[config.mk]
export PLATFORM = sky130hd
export DESIGN_NAME = rxc_ctrl
export DESIGN_NICKNAME = d
export VERILOG_FILES = /design/src/logic/rxc_pkg.sv /design/src/logic/rxc_ctrl.sv /design/src/logic/rxc_sync2.sv
export VERILOG_INCLUDE_DIRS = /design/src /design/src/logic
export SDC_FILE = /design/constraint.sdc
export NUM_CORES = 1
export LEC_CHECK = 0
export BUFFER_PORTS_ARGS = -buffer_cell sky130_fd_sc_hd__buf_2
export CAP_MARGIN = 20
export CORE_MARGIN = 3
export CORE_UTILIZATION = 40
export DETAILED_ROUTE_END_ITERATION = 8
export HOLD_SLACK_MARGIN = 0.1
export PLACE_DENSITY = 0.8
export SLEW_MARGIN = 15
export SYNTH_ARGS = -nofsm -noshare
export SYNTH_HDL_FRONTEND = slang
export SYNTH_HIERARCHICAL = 1
export SYNTH_SLANG_ARGS = --single-unit
export TNS_END_PERCENT = 30
[constraint.sdc]
create_clock -name pclk -period 3.7 [get_ports pclk]
set_input_delay 0.74 -clock pclk [delete_from_list [all_inputs] [get_ports pclk]]
set_output_delay 0.74 -clock pclk [all_outputs]
set_load 0.01 [all_outputs]
[src/logic/rxc_regs.svh]
// Register offsets, field positions, reset values and timing counts
`ifndef RXC_REGS_SVH
`define RXC_REGS_SVH

// Register byte offsets
`define RXC_STATUS_OFS 8'h00
`define RXC_INT_STATUS_OFS 8'h04
`define RXC_INT_ENABLE_OFS 8'h08
`define RXC_INT_CLEAR_OFS 8'h0C

// Live status fields
`define RXC_ST_AUTO 0
`define RXC_ST_LOCKED 1
`define RXC_ST_RATE_SD 2
`define RXC_ST_ASI 3
`define RXC_ST_RECLOCK 4
`define RXC_ST_PROC 5
`define RXC_ST_PASS 6
`define RXC_ST_PORT_ONE 7
`define RXC_ST_CARRIER 8
`define RXC_ST_WIDTH 9

// Interrupt event fields
`define RXC_EV_LOCK_GAIN 0
`define RXC_EV_LOCK_LOSS 1
`define RXC_EV_ROLE 2
`define RXC_EV_CARRIER 3
`define RXC_EV_RATE 4
`define RXC_EV_NUM 5

// Reset values
`define RXC_INT_ENABLE_RST 5'h00
`define RXC_SYNC_RST 9'h000

// Synchroniser depth in pclk cycles
`define RXC_SYNC_STAGES 2

`endif

[src/logic/rxc_pkg.sv]
// Types shared by the receiver control block
package rxc_pkg;
  typedef enum logic [1:0] {
    RXC_KIND_NONE,
    RXC_KIND_SD,
    RXC_KIND_HD,
    RXC_KIND_ASI
  } rxc_kind_e;
  typedef logic [31:0] rxc_word_t;
  typedef logic [7:0] rxc_addr_t;
endpackage

[src/logic/rxc_ctrl.sv]
// Role, loop-through, input select and luma ancillary flag control
//
// Implementation choices: the APB slave port and the address map.
`timescale 1ns/100ps
`include "rxc_regs.svh"

module rxc_ctrl (
  // Clock and reset
  input wire logic pclk,
  input wire logic presetn,
  // APB slave
  input wire rxc_pkg::rxc_addr_t paddr,
  input wire logic psel,
  input wire logic penable,
  input wire logic pwrite,
  input wire rxc_pkg::rxc_word_t pwdata,
  output rxc_pkg::rxc_word_t prdata,
  output logic pready,
  output logic pslverr,
  // Asynchronous control pins
  input wire logic role_pin,
  input wire logic input_port_select,
  input wire logic carrier_detect_one,
  input wire logic carrier_detect_two,
  input wire logic bus_width_select,
  // Two-way mode pins
  input wire logic asi_mode_pin_in,
  output logic asi_mode_pin_out,
  output logic asi_mode_pin_oe_n,
  input wire logic rate_select_in,
  output logic rate_select_out,
  output logic rate_select_oe_n,
  input wire logic loop_reclock_select_in,
  output logic loop_reclock_select_out,
  output logic loop_reclock_select_oe_n,
  input wire logic video_processing_select_in,
  output logic video_processing_select_out,
  output logic video_processing_select_oe_n,
  // Datapath detector status
  input wire rxc_pkg::rxc_kind_e det_kind,
  input wire logic det_locked,
  input wire logic pix_strobe,
  input wire logic anc_luma_det,
  input wire logic anc_chroma_det,
  // Datapath steering
  output logic serial_in_one_sel,
  output logic carrier_detect,
  output logic loop_reclocked,
  output logic cfg_rate_sd,
  output logic cfg_asi,
  output logic cfg_video_proc,
  output logic cfg_pass_through,
  // Status
  output logic auto_mode,
  output logic locked,
  output logic luma_anc_flag,
  output logic irq
);
  import rxc_pkg::*;

  // Synchronised pins
  logic [8:0] pin_async;
  logic [8:0] pin_sync;
  logic s_role, s_port_one, s_cd_one, s_cd_two, s_width20, s_asi, s_rate_sd, s_reclock, s_proc;

  assign pin_async = {video_processing_select_in, loop_reclock_select_in, rate_select_in,
                      asi_mode_pin_in, bus_width_select, carrier_detect_two,
                      carrier_detect_one, input_port_select, role_pin};

  rxc_sync2 #(.WIDTH(9)) u_sync (
    .pclk(pclk),
    .presetn(presetn),
    .async_in(pin_async),
    .sync_out(pin_sync)
  );

  assign s_role = pin_sync[0];
  assign s_port_one = pin_sync[1];
  assign s_cd_one = pin_sync[2];
  assign s_cd_two = pin_sync[3];
  assign s_width20 = pin_sync[4];
  assign s_asi = pin_sync[5];
  assign s_rate_sd = pin_sync[6];
  assign s_reclock = pin_sync[7];
  assign s_proc = pin_sync[8];

  // Detector decoding
  function automatic logic kind_is_video(input rxc_kind_e k);
    return (k == RXC_KIND_SD) || (k == RXC_KIND_HD);
  endfunction

  function automatic logic kind_is_sd_rate(input rxc_kind_e k);
    return (k == RXC_KIND_SD) || (k == RXC_KIND_ASI);
  endfunction

  // Compliant lock
  logic nxt_locked;
  assign nxt_locked = det_locked && (det_kind != RXC_KIND_NONE);

  // Next configuration
  logic nxt_rate_sd, nxt_asi, nxt_proc, nxt_reclock, nxt_pass;

  always_comb begin
    if (s_role) begin
      nxt_rate_sd = kind_is_sd_rate(det_kind);
      nxt_asi = nxt_locked && (det_kind == RXC_KIND_ASI);
      nxt_proc = nxt_locked && kind_is_video(det_kind);
      nxt_reclock = nxt_locked;
      nxt_pass = 1'b0;
    end else begin
      nxt_rate_sd = s_rate_sd;
      nxt_asi = s_asi && s_rate_sd && !s_proc;
      nxt_proc = s_proc;
      nxt_reclock = s_reclock;
      nxt_pass = !s_asi && !s_proc;
    end
  end

  // Mode pin drive
  logic auto_mode_ff, asi_out_ff, rate_out_ff, rc_out_ff, proc_out_ff, pins_oe_n_ff;

  always_ff @(posedge pclk or negedge presetn) begin
    if (!presetn) begin
      auto_mode_ff <= 1'b0;
      pins_oe_n_ff <= 1'b1;
      asi_out_ff <= 1'b0;
      rate_out_ff <= 1'b0;
      rc_out_ff <= 1'b0;
      proc_out_ff <= 1'b0;
    end else begin
      auto_mode_ff <= s_role;
      pins_oe_n_ff <= !s_role;
      asi_out_ff <= nxt_asi;
      rate_out_ff <= nxt_rate_sd;
      rc_out_ff <= nxt_reclock;
      proc_out_ff <= nxt_proc;
    end
  end

  assign auto_mode = auto_mode_ff;
  assign asi_mode_pin_out = asi_out_ff;
  assign rate_select_out = rate_out_ff;
  assign loop_reclock_select_out = rc_out_ff;
  assign video_processing_select_out = proc_out_ff;
  assign asi_mode_pin_oe_n = pins_oe_n_ff;
  assign rate_select_oe_n = pins_oe_n_ff;
  assign loop_reclock_select_oe_n = pins_oe_n_ff;
  assign video_processing_select_oe_n = pins_oe_n_ff;

  // Datapath configuration
  logic locked_ff, rate_sd_ff, asi_ff, proc_ff, pass_ff, reclock_ff, port_one_ff, carrier_ff;

  always_ff @(posedge pclk or negedge presetn) begin
    if (!presetn) begin
      locked_ff <= 1'b0;
      rate_sd_ff <= 1'b0;
      asi_ff <= 1'b0;
      proc_ff <= 1'b0;
      pass_ff <= 1'b0;
      reclock_ff <= 1'b0;
    end else begin
      locked_ff <= nxt_locked;
      rate_sd_ff <= nxt_rate_sd;
      asi_ff <= nxt_asi;
      proc_ff <= nxt_proc;
      pass_ff <= nxt_pass;
      reclock_ff <= nxt_reclock;
    end
  end

  // Input port and carrier select
  always_ff @(posedge pclk or negedge presetn) begin
    if (!presetn) begin
      port_one_ff <= 1'b0;
      carrier_ff <= 1'b0;
    end else begin
      port_one_ff <= s_port_one;
      carrier_ff <= s_port_one ? s_cd_one : s_cd_two;
    end
  end

  assign locked = locked_ff;
  assign cfg_rate_sd = rate_sd_ff;
  assign cfg_asi = asi_ff;
  assign cfg_video_proc = proc_ff;
  assign cfg_pass_through = pass_ff;
  assign loop_reclocked = reclock_ff;
  assign serial_in_one_sel = port_one_ff;
  assign carrier_detect = carrier_ff;

  // Luma ancillary flag
  logic anc_ff;

  always_ff @(posedge pclk or negedge presetn) begin
    if (!presetn) begin
      anc_ff <= 1'b0;
    end else if (pix_strobe) begin
      if (s_width20) begin
        anc_ff <= anc_luma_det;
      end else begin
        anc_ff <= anc_luma_det || anc_chroma_det;
      end
    end
  end

  assign luma_anc_flag = anc_ff;

  // Interrupt events
  logic [`RXC_EV_NUM-1:0] events, int_status_ff, int_enable_ff, int_clear;
  logic irq_ff;

  assign events[`RXC_EV_LOCK_GAIN] = nxt_locked && !locked_ff;
  assign events[`RXC_EV_LOCK_LOSS] = !nxt_locked && locked_ff;
  assign events[`RXC_EV_ROLE] = s_role != auto_mode_ff;
  assign events[`RXC_EV_CARRIER] = (s_port_one ? s_cd_one : s_cd_two) != carrier_ff;
  assign events[`RXC_EV_RATE] = nxt_rate_sd != rate_sd_ff;

  // APB access decode
  logic acc, wr_acc, pready_ff, pslverr_ff;
  rxc_word_t prdata_ff;

  assign acc = psel && penable && !pready_ff;
  assign wr_acc = psel && penable && pready_ff && pwrite && !pslverr_ff;

  function automatic logic addr_mapped(input rxc_addr_t a);
    return (a == `RXC_STATUS_OFS) || (a == `RXC_INT_STATUS_OFS) ||
           (a == `RXC_INT_ENABLE_OFS) || (a == `RXC_INT_CLEAR_OFS);
  endfunction

  assign int_clear = (wr_acc && paddr == `RXC_INT_CLEAR_OFS) ?
                     pwdata[`RXC_EV_NUM-1:0] : '0;

  // Sticky status, set wins over clear
  genvar gi;
  generate
    for (gi = 0; gi < `RXC_EV_NUM; gi++) begin : g_ev
      always_ff @(posedge pclk or negedge presetn) begin
        if (!presetn) begin
          int_status_ff[gi] <= 1'b0;
        end else if (events[gi]) begin
          int_status_ff[gi] <= 1'b1;
        end else if (int_clear[gi]) begin
          int_status_ff[gi] <= 1'b0;
        end
      end
    end
  endgenerate

  always_ff @(posedge pclk or negedge presetn) begin
    if (!presetn) begin
      int_enable_ff <= `RXC_INT_ENABLE_RST;
    end else if (wr_acc && paddr == `RXC_INT_ENABLE_OFS) begin
      int_enable_ff <= pwdata[`RXC_EV_NUM-1:0];
    end
  end

  always_ff @(posedge pclk or negedge presetn) begin
    if (!presetn) begin
      irq_ff <= 1'b0;
    end else begin
      irq_ff <= |(int_status_ff & int_enable_ff);
    end
  end

  assign irq = irq_ff;

  // Read data
  rxc_word_t rd_word;

  always_comb begin
    rd_word = '0;
    unique case (paddr)
      `RXC_STATUS_OFS: begin
        rd_word[`RXC_ST_AUTO] = auto_mode_ff;
        rd_word[`RXC_ST_LOCKED] = locked_ff;
        rd_word[`RXC_ST_RATE_SD] = rate_sd_ff;
        rd_word[`RXC_ST_ASI] = asi_ff;
        rd_word[`RXC_ST_RECLOCK] = reclock_ff;
        rd_word[`RXC_ST_PROC] = proc_ff;
        rd_word[`RXC_ST_PASS] = pass_ff;
        rd_word[`RXC_ST_PORT_ONE] = port_one_ff;
        rd_word[`RXC_ST_CARRIER] = carrier_ff;
        rd_word[`RXC_ST_WIDTH] = s_width20;
      end
      `RXC_INT_STATUS_OFS: rd_word[`RXC_EV_NUM-1:0] = int_status_ff;
      `RXC_INT_ENABLE_OFS: rd_word[`RXC_EV_NUM-1:0] = int_enable_ff;
      default: rd_word = '0;
    endcase
  end

  // One wait state answer
  always_ff @(posedge pclk or negedge presetn) begin
    if (!presetn) begin
      pready_ff <= 1'b0;
      pslverr_ff <= 1'b0;
      prdata_ff <= '0;
    end else begin
      pready_ff <= acc;
      pslverr_ff <= acc && !addr_mapped(paddr);
      if (acc && !pwrite) begin
        prdata_ff <= rd_word;
      end
    end
  end

  assign pready = pready_ff;
  assign pslverr = pslverr_ff;
  assign prdata = prdata_ff;
endmodule

[src/logic/rxc_sync2.sv]
// Two-stage synchroniser for asynchronous pin levels
`timescale 1ns/100ps
`include "rxc_regs.svh"
module rxc_sync2 #(
  parameter int WIDTH = 9
) (
  // Clock and reset
  input wire logic pclk,
  input wire logic presetn,
  // Levels
  input wire logic [WIDTH-1:0] async_in,
  output logic [WIDTH-1:0] sync_out
);
  logic [WIDTH-1:0] meta_ff;
  logic [WIDTH-1:0] sync_ff;

  always_ff @(posedge pclk or negedge presetn) begin
    if (!presetn) begin
      meta_ff <= '0;
      sync_ff <= '0;
    end else begin
      meta_ff <= async_in;
      sync_ff <= meta_ff;
    end
  end

  assign sync_out = sync_ff;
endmodule

==> results by group, run 1 <==
Placed design
  – Hpwl dp: around 3200 um
  – Final Wtd Congestion: between 0.7 and 0.8
  – Number of port buffers: 63

Pwr
  – P_int: between 700 and 800 uW
  – Pleak: 1.310 nW
  – Sw power: roughly 240 uW
  – Register share of total power: 0.588
  – Comb power frac: 0.099
  – Max IR drop VDD: 0.0002475 V
  – PD cells: ~400 mW/mm^2
  – Clk network pwr share: 0.313
  – Switch share: 0.2369

Floorplanning
  – Die Footprint: 0.006489 mm^2
  – I/O Pins: about 110
  – Die H: approximately 81 um
  – Starting Density: 0.4245
  – Row cnt: 26
  – Die Wd: 80.56 um
  – Placeable Area: 0.005238 mm^2

Global route
  – GRT met3 Usage: 0.03700
  – Vias in the first global route: 1398
  – Gr usage total: 0.1312
  – First-pass GRT wire length: 6410 um
  – Total global routing overflow: 0
  – Initial antenna violation count: 0
  – Busiest layer in global routing: met2
  – Met2 GRT Util: 0.2227
  – Met1 GRT Util: 0.1547
  – Largest net degree at the start of global routing: 53

Logic synthesis
  – Post-synthesis instance area: approximately 0.0022 mm^2
  – Largest cells by area after synthesis: dfrtp_1 57%, buf_4 9.8%, mux2_2 3.5%
  – Seq/Total Area, Yosys: 0.5858
  – Most common cell in the synthesized netlist: dfrtp_1
  – Yosys warns: 6
  – Post-synth cell types: 41
  – Post-synth EDFFs: 0
  – #FFs+latches synth: 52
  – Syn_area_per_cell: 11.89 um^2
  – Post-Syn Instances: 187
  – Synth Flop Type: dfrtp_1
  – Synth cell count leaders: 51 x dfrtp_1, 29 x buf_4, 16 x nand2_1, 10 x inv_1, 10 x o21ai_0
  – Post-synth top area cell: dfrtp_1
  – Async SR Flop Fraction: 1.000
  – Yosys top cell area share: 0.5740

Timing
  – Fin crit share: 0.5713
  – TNS Setup: 0 ns
  – RSZ-0062 raised after global routing: no
  – Setup Skew: roughly 0.008 ns
  – Setup Viol. Count Final: 0
  – Fin crit period: 2.114 ns
  – Final hold vios: 0
  – Fmax: 473.0 MHz
  – Slew margin rel.: 0.5473
  – Slew @ Worst Pin: roughly 0.67 ns
  – Slew Viols, Final: 0
  – Final Hold Slack: 0.3525 ns

Clock network
  – Root Buffer: clkbuf_8
  – CTS Buffer Depth: 2
  – CTS H-tree depth: 2
  – CTS tree: yes
  – Num CTS Buffers: 5
  – # hold bufs at CTS: 0
  – Latest clock arrival within the worst-skew pair: 0.30 ns
  – Resized cells post-CTS: 0
  – CTS clk-pin slew, worst paths: 0.09 ns
  – Post-CTS setup buffers: 0
  – Sink Count: 52

Worst setup path
  – Crit path launch: paddr[1]
  – CP Launch Type: input pin
  – Worst path arrival time: 2.31 ns
  – R2R Setup Slk: 1.92 ns
  – Crit end category: flop
  – Critical Path RT: 3.89 ns
  – Crit path max fanout: 6
  – Reg2reg start: pready
  – Critical path class: in -> reg

Detailed routing
  – Starting DRC count in detailed routing: 95
  – Routed length per instance: 13.41 um
  – Router iterations before antenna repair: 4
  – DR vias: 1472
  – Vias/cell: 4.658
  – Post-Route WL: roughly 4200 um
  – DRC viols: 0
  – Detail Route Antenna Nets: 0

Finish
  – Register area: 0.001303 mm^2
  – Nets: 308
  – Multi-input gate area: 729.5 um^2
  – # diodes: 0
  – Filler cells: 500
  – Layout cells sized above 1: 0.3293
  – Area delta synth->final: 15.36%

Worst hold path
  – Hold crit path type: reg -> reg
  – HP Start: u_sync/meta_ff[0]

Status
  – Outcome: finished, final reports clean

Flow run
  – Max cap viols: 0
-- layer usage --
metal,wire [um],share of wire
met1,1731,0.41
met2,2172,0.51
met3,277,0.065
met4,58,0.014
met5,0,0
-- critical path, cell delays in order --
cell and delay, ns:
buf_2 0.10, or4_4 0.58, or4_4 0.58, a221o_1 0.31
-- flip-flops by register name, indices dropped and copies added (netlist names), 5 cells and up --
signal and count:
int_enable_ff 5, int_status_ff 5, prdata 10, u_sync/meta_ff 9
u_sync/sync_out 9
-- metrics by stage --
stage	util	power [mW]	setup slack, ns	cells	area [um^2]
2_1_floorplan	-	0.6845	1.438	208	2302
3_3_place_gp	0.4721	0.7111	1.288	308	2472
3_5_place_dp	0.4721	0.7147	1.262	308	2472
4_1_cts	0.4893	1.035	1.586	316	2562
5_1_grt	0.4897	1.078	1.571	316	2565
6_report	0.4897	1.022	1.586	316	2565
-- placed cells by master (no fill, tap or decap), drive strengths merged, types with 4 or more instances in the layout --
| cell type | netlist | routed |
|---|---|---|
| buf | 29 | 63 |
| dfrtp | 51 | 51 |
| o21ai | 10 | 10 |
| a2bb2oi | 4 | 4 |
| nor2 | 5 | 5 |
| clkbuf | 4 | 8 |
| inv | 10 | 10 |
| nand2 | 16 | 16 |
| mux2i | 5 | 5 |
| conb | 1 | 22 |
| mux2 | 7 | 7 |
-- path summary, 6_finish.rpt --
path,to,cells past startpoint
worst max register to register,prdata[2],3
max in group asynchronous,u_sync/meta_ff[2],1
worst min-delay path,u_sync/sync_out[0],0
worst max-delay path,int_status_ff[2],4
min in group asynchronous,u_sync/meta_ff[0],1
worst min register to register,u_sync/sync_out[0],0
-- area by class of cell --
class,count,share of cell area
Sequential cell,52,0.5078
Multi-Input combinational cell,113,0.2844
Inverter,10,0.01463
Clock buffer,8,0.03512
Tap cell,70,0.03415
Timing Repair Buffer,63,0.1239
-- cell families (layout without fill, tap and decap cells) --
kind of cell,after synthesis,count (layout),synth area share
other,1,22,0.001687
DFF,52,52,0.5858
and+or+nand+nor,45,45,0.1193
buffers and inverters,43,81,0.1216
xor gates and xnor gates,1,1,0.003940
AOI/OAI and AO/OA,30,30,0.09286
muxes,12,12,0.05797
adders and majority gates,3,3,0.01688
-- power by group through the flow --
stage | logic [mW] | registers, mW | clock network, mW
floorplan | 0.0708 | 0.614 | 0
global placement | 0.0987 | 0.612 | 0
detailed placement | 0.101 | 0.614 | 0
CTS | 0.102 | 0.602 | 0.331
global route | 0.113 | 0.605 | 0.360
finish | 0.101 | 0.602 | 0.320
(Power assumes the default switching activity.)
==> inputs of run 2 (changes only) <==
Clock period 3.7 ns to 2 ns, I/O delays scaled along.
==> results by group, run 2 (synthesis results as in run 1) <==
Status
  – Outcome: finished, final reports clean

Clock network
  – CTS tree: yes
  – Sink Count: 52
  – CTS clk-pin slew, worst paths: 0.09 ns
  – Num CTS Buffers: 5
  – Post-CTS setup buffers: 0
  – CTS H-tree depth: 2
  – Latest clock arrival within the worst-skew pair: 0.30 ns
  – Root Buffer: clkbuf_8
  – CTS Buffer Depth: 2

Pwr
  – Switch share: 0.2434
  – Sw power: approximately 450 uW
  – Clk network pwr share: 0.301
  – P_int: 1.411 mW
  – Max IR drop VDD: 0.0004244 V
  – Pleak: approximately 1.3 nW
  – PD cells: 719.0 mW/mm^2
  – Register share of total power: 0.597
  – Comb power frac: 0.102

Worst setup path
  – Slowest Stage Delay on Critical Path: ~0.58 ns
  – CP Launch Type: input pin
  – Crit path max fanout: 6
  – Critical path class: in -> reg
  – CP dominant cell by count: or4_4
  – Crit end category: flop
  – CP bufs+invs: 1
  – CP top delay family: simple AND/OR/NAND/NOR gates
  – CP max-delay cell: or4_4
  – Worst path arrival time: 1.97 ns
  – Crit-path cells: buf_2, or4_4, or4_4, a221o_1
  – R2R Setup Slk: 0.35 ns
  – Critical Path RT: roughly 2.2 ns

Finish
  – Post-Layout Cell Count: about 320
  – Max reg flops: 10
  – Layout cells sized above 1: 0.3386
  – Finished Cell Area: 0.002594 mm^2
  – Commonest non-fill, non-tap cell in the layout: buf_2
  – Area delta synth->final: 16.66%
  – # diodes: 0
  – Nets: roughly 310
  – Commonest non-fill, non-tap cells in the layout: 63 x buf_2, 51 x dfrtp_1, 22 x conb_1

Timing
  – Fin crit share: 0.8881
  – Slew margin rel.: 0.5885
  – TNS Setup: 0 ns
  – Setup Viol. Count Final: 0
  – Fmax: 563.0 MHz
  – Slew @ Worst Pin: 0.6089 ns
  – Slew Viols, Final: 0
  – Final hold vios: 0
  – Final Hold Slack: roughly 0.2 ns
  – Fin crit period: 1.776 ns
  – RSZ-0062 raised after global routing: no
  – Setup Skew: around 0.011 ns

Floorplanning
  – I/O Pins: 113
  – Placeable Area: 0.005238 mm^2
  – Die H: 80.56 um
  – Die Footprint: 0.006489 mm^2
  – Starting Density: 0.4245
  – Die Wd: 80.56 um
  – Row cnt: 26

Placed design
  – Final Wtd Congestion: about 0.8
  – Placed cell area: 0.002502 mm^2
  – Cell count after placement: ~310
  – Hpwl dp: around 3400 um
  – Number of port buffers: 63

Worst hold path
  – Hold crit path type: in -> reg

Global route
  – Total global routing overflow: 0
  – Initial antenna violation count: 0
  – First-pass GRT wire length: 6865 um
  – Vias in the first global route: 1498
  – Largest net degree at the start of global routing: 22
  – Gr usage total: 0.1396

Detailed routing
  – Starting DRC count in detailed routing: 54
  – Post-Route WL: between 4000 and 5000 um
  – Detail Route Antenna Nets: 0
  – Vias/cell: 4.642
  – DRC viols: 0
  – Router iterations before antenna repair: 4
  – Routed length per instance: about 13 um
  – DR vias: 1490

Flow run
  – Max cap viols: 0
-- run 2: cell count changes in the layout (fill, tap and decap cells not counted), sizes merged --
cell	delta
buf	+4
clkbuf	-1
clkinv	+1
dlygate4sd3	+1
-- run 2: per-stage QoR --
stage	total power, mW	setup WS (ns)	utilization
6_report	1.865	0.2238	0.4952
5_1_grt	1.952	0.2288	0.4952
4_1_cts	1.891	0.2448	0.4952
3_5_place_dp	1.327	-0.09176	0.4778
3_3_place_gp	1.319	-0.07296	0.4778
2_1_floorplan	1.266	0.07767	-
-- run 2: final timing paths --
kind	endpoint	from	cells past startpoint
worst max-delay path	int_status_ff[1]	paddr[1]	4
min in group asynchronous	u_sync/meta_ff[7]	presetn	2
max in group asynchronous	pready	presetn	3
worst min-delay path	u_sync/meta_ff[0]	role_pin	1
worst min register to register	u_sync/sync_out[8]	u_sync/meta_ff[8]	0
worst max register to register	int_status_ff[1]	pslverr	3
-- run 2: what timing repair did --
item                                   in CTS  in global routing
endpoints found under the hold margin      13                  0
setup endpoints to repair                   0                  0
gates resized for setup                     0                  0
hold buffers                                1                  0
-- run 2: power by group through the flow --
stage | Clock (mW) | Sequential (mW) | Combinational [mW]
4_1_cts | 0.584 | 1.11 | 0.193
3_3_place_gp | 0 | 1.13 | 0.186
2_1_floorplan | 0 | 1.14 | 0.131
6_report | 0.561 | 1.11 | 0.190
3_5_place_dp | 0 | 1.14 | 0.191
5_1_grt | 0.616 | 1.12 | 0.215
-- run 2: area by class of cell --
cell class / instances / area (um^2)
Multi-Input combinational cell: 113 / 729.5
Clock inverter: 1 / 5.005
Inverter: 10 / 37.54
Timing Repair Buffer: 68 / 355.3
Clock buffer: 7 / 76.32
Tap cell: 70 / 87.58
Sequential cell: 52 / 1303
Fill cell: 490 / 2644
-- run 2: per-layer routing --
metal / global-route usage / up-vias / part of all wire
li1: - / 722 / -
met5: 0 / - / 0
met2: 0.2450 / 51 / 0.52
met1: 0.1606 / 709 / 0.39
met3: 0.04484 / 8 / 0.075
met4: 0.04392 / 0 / 0.015
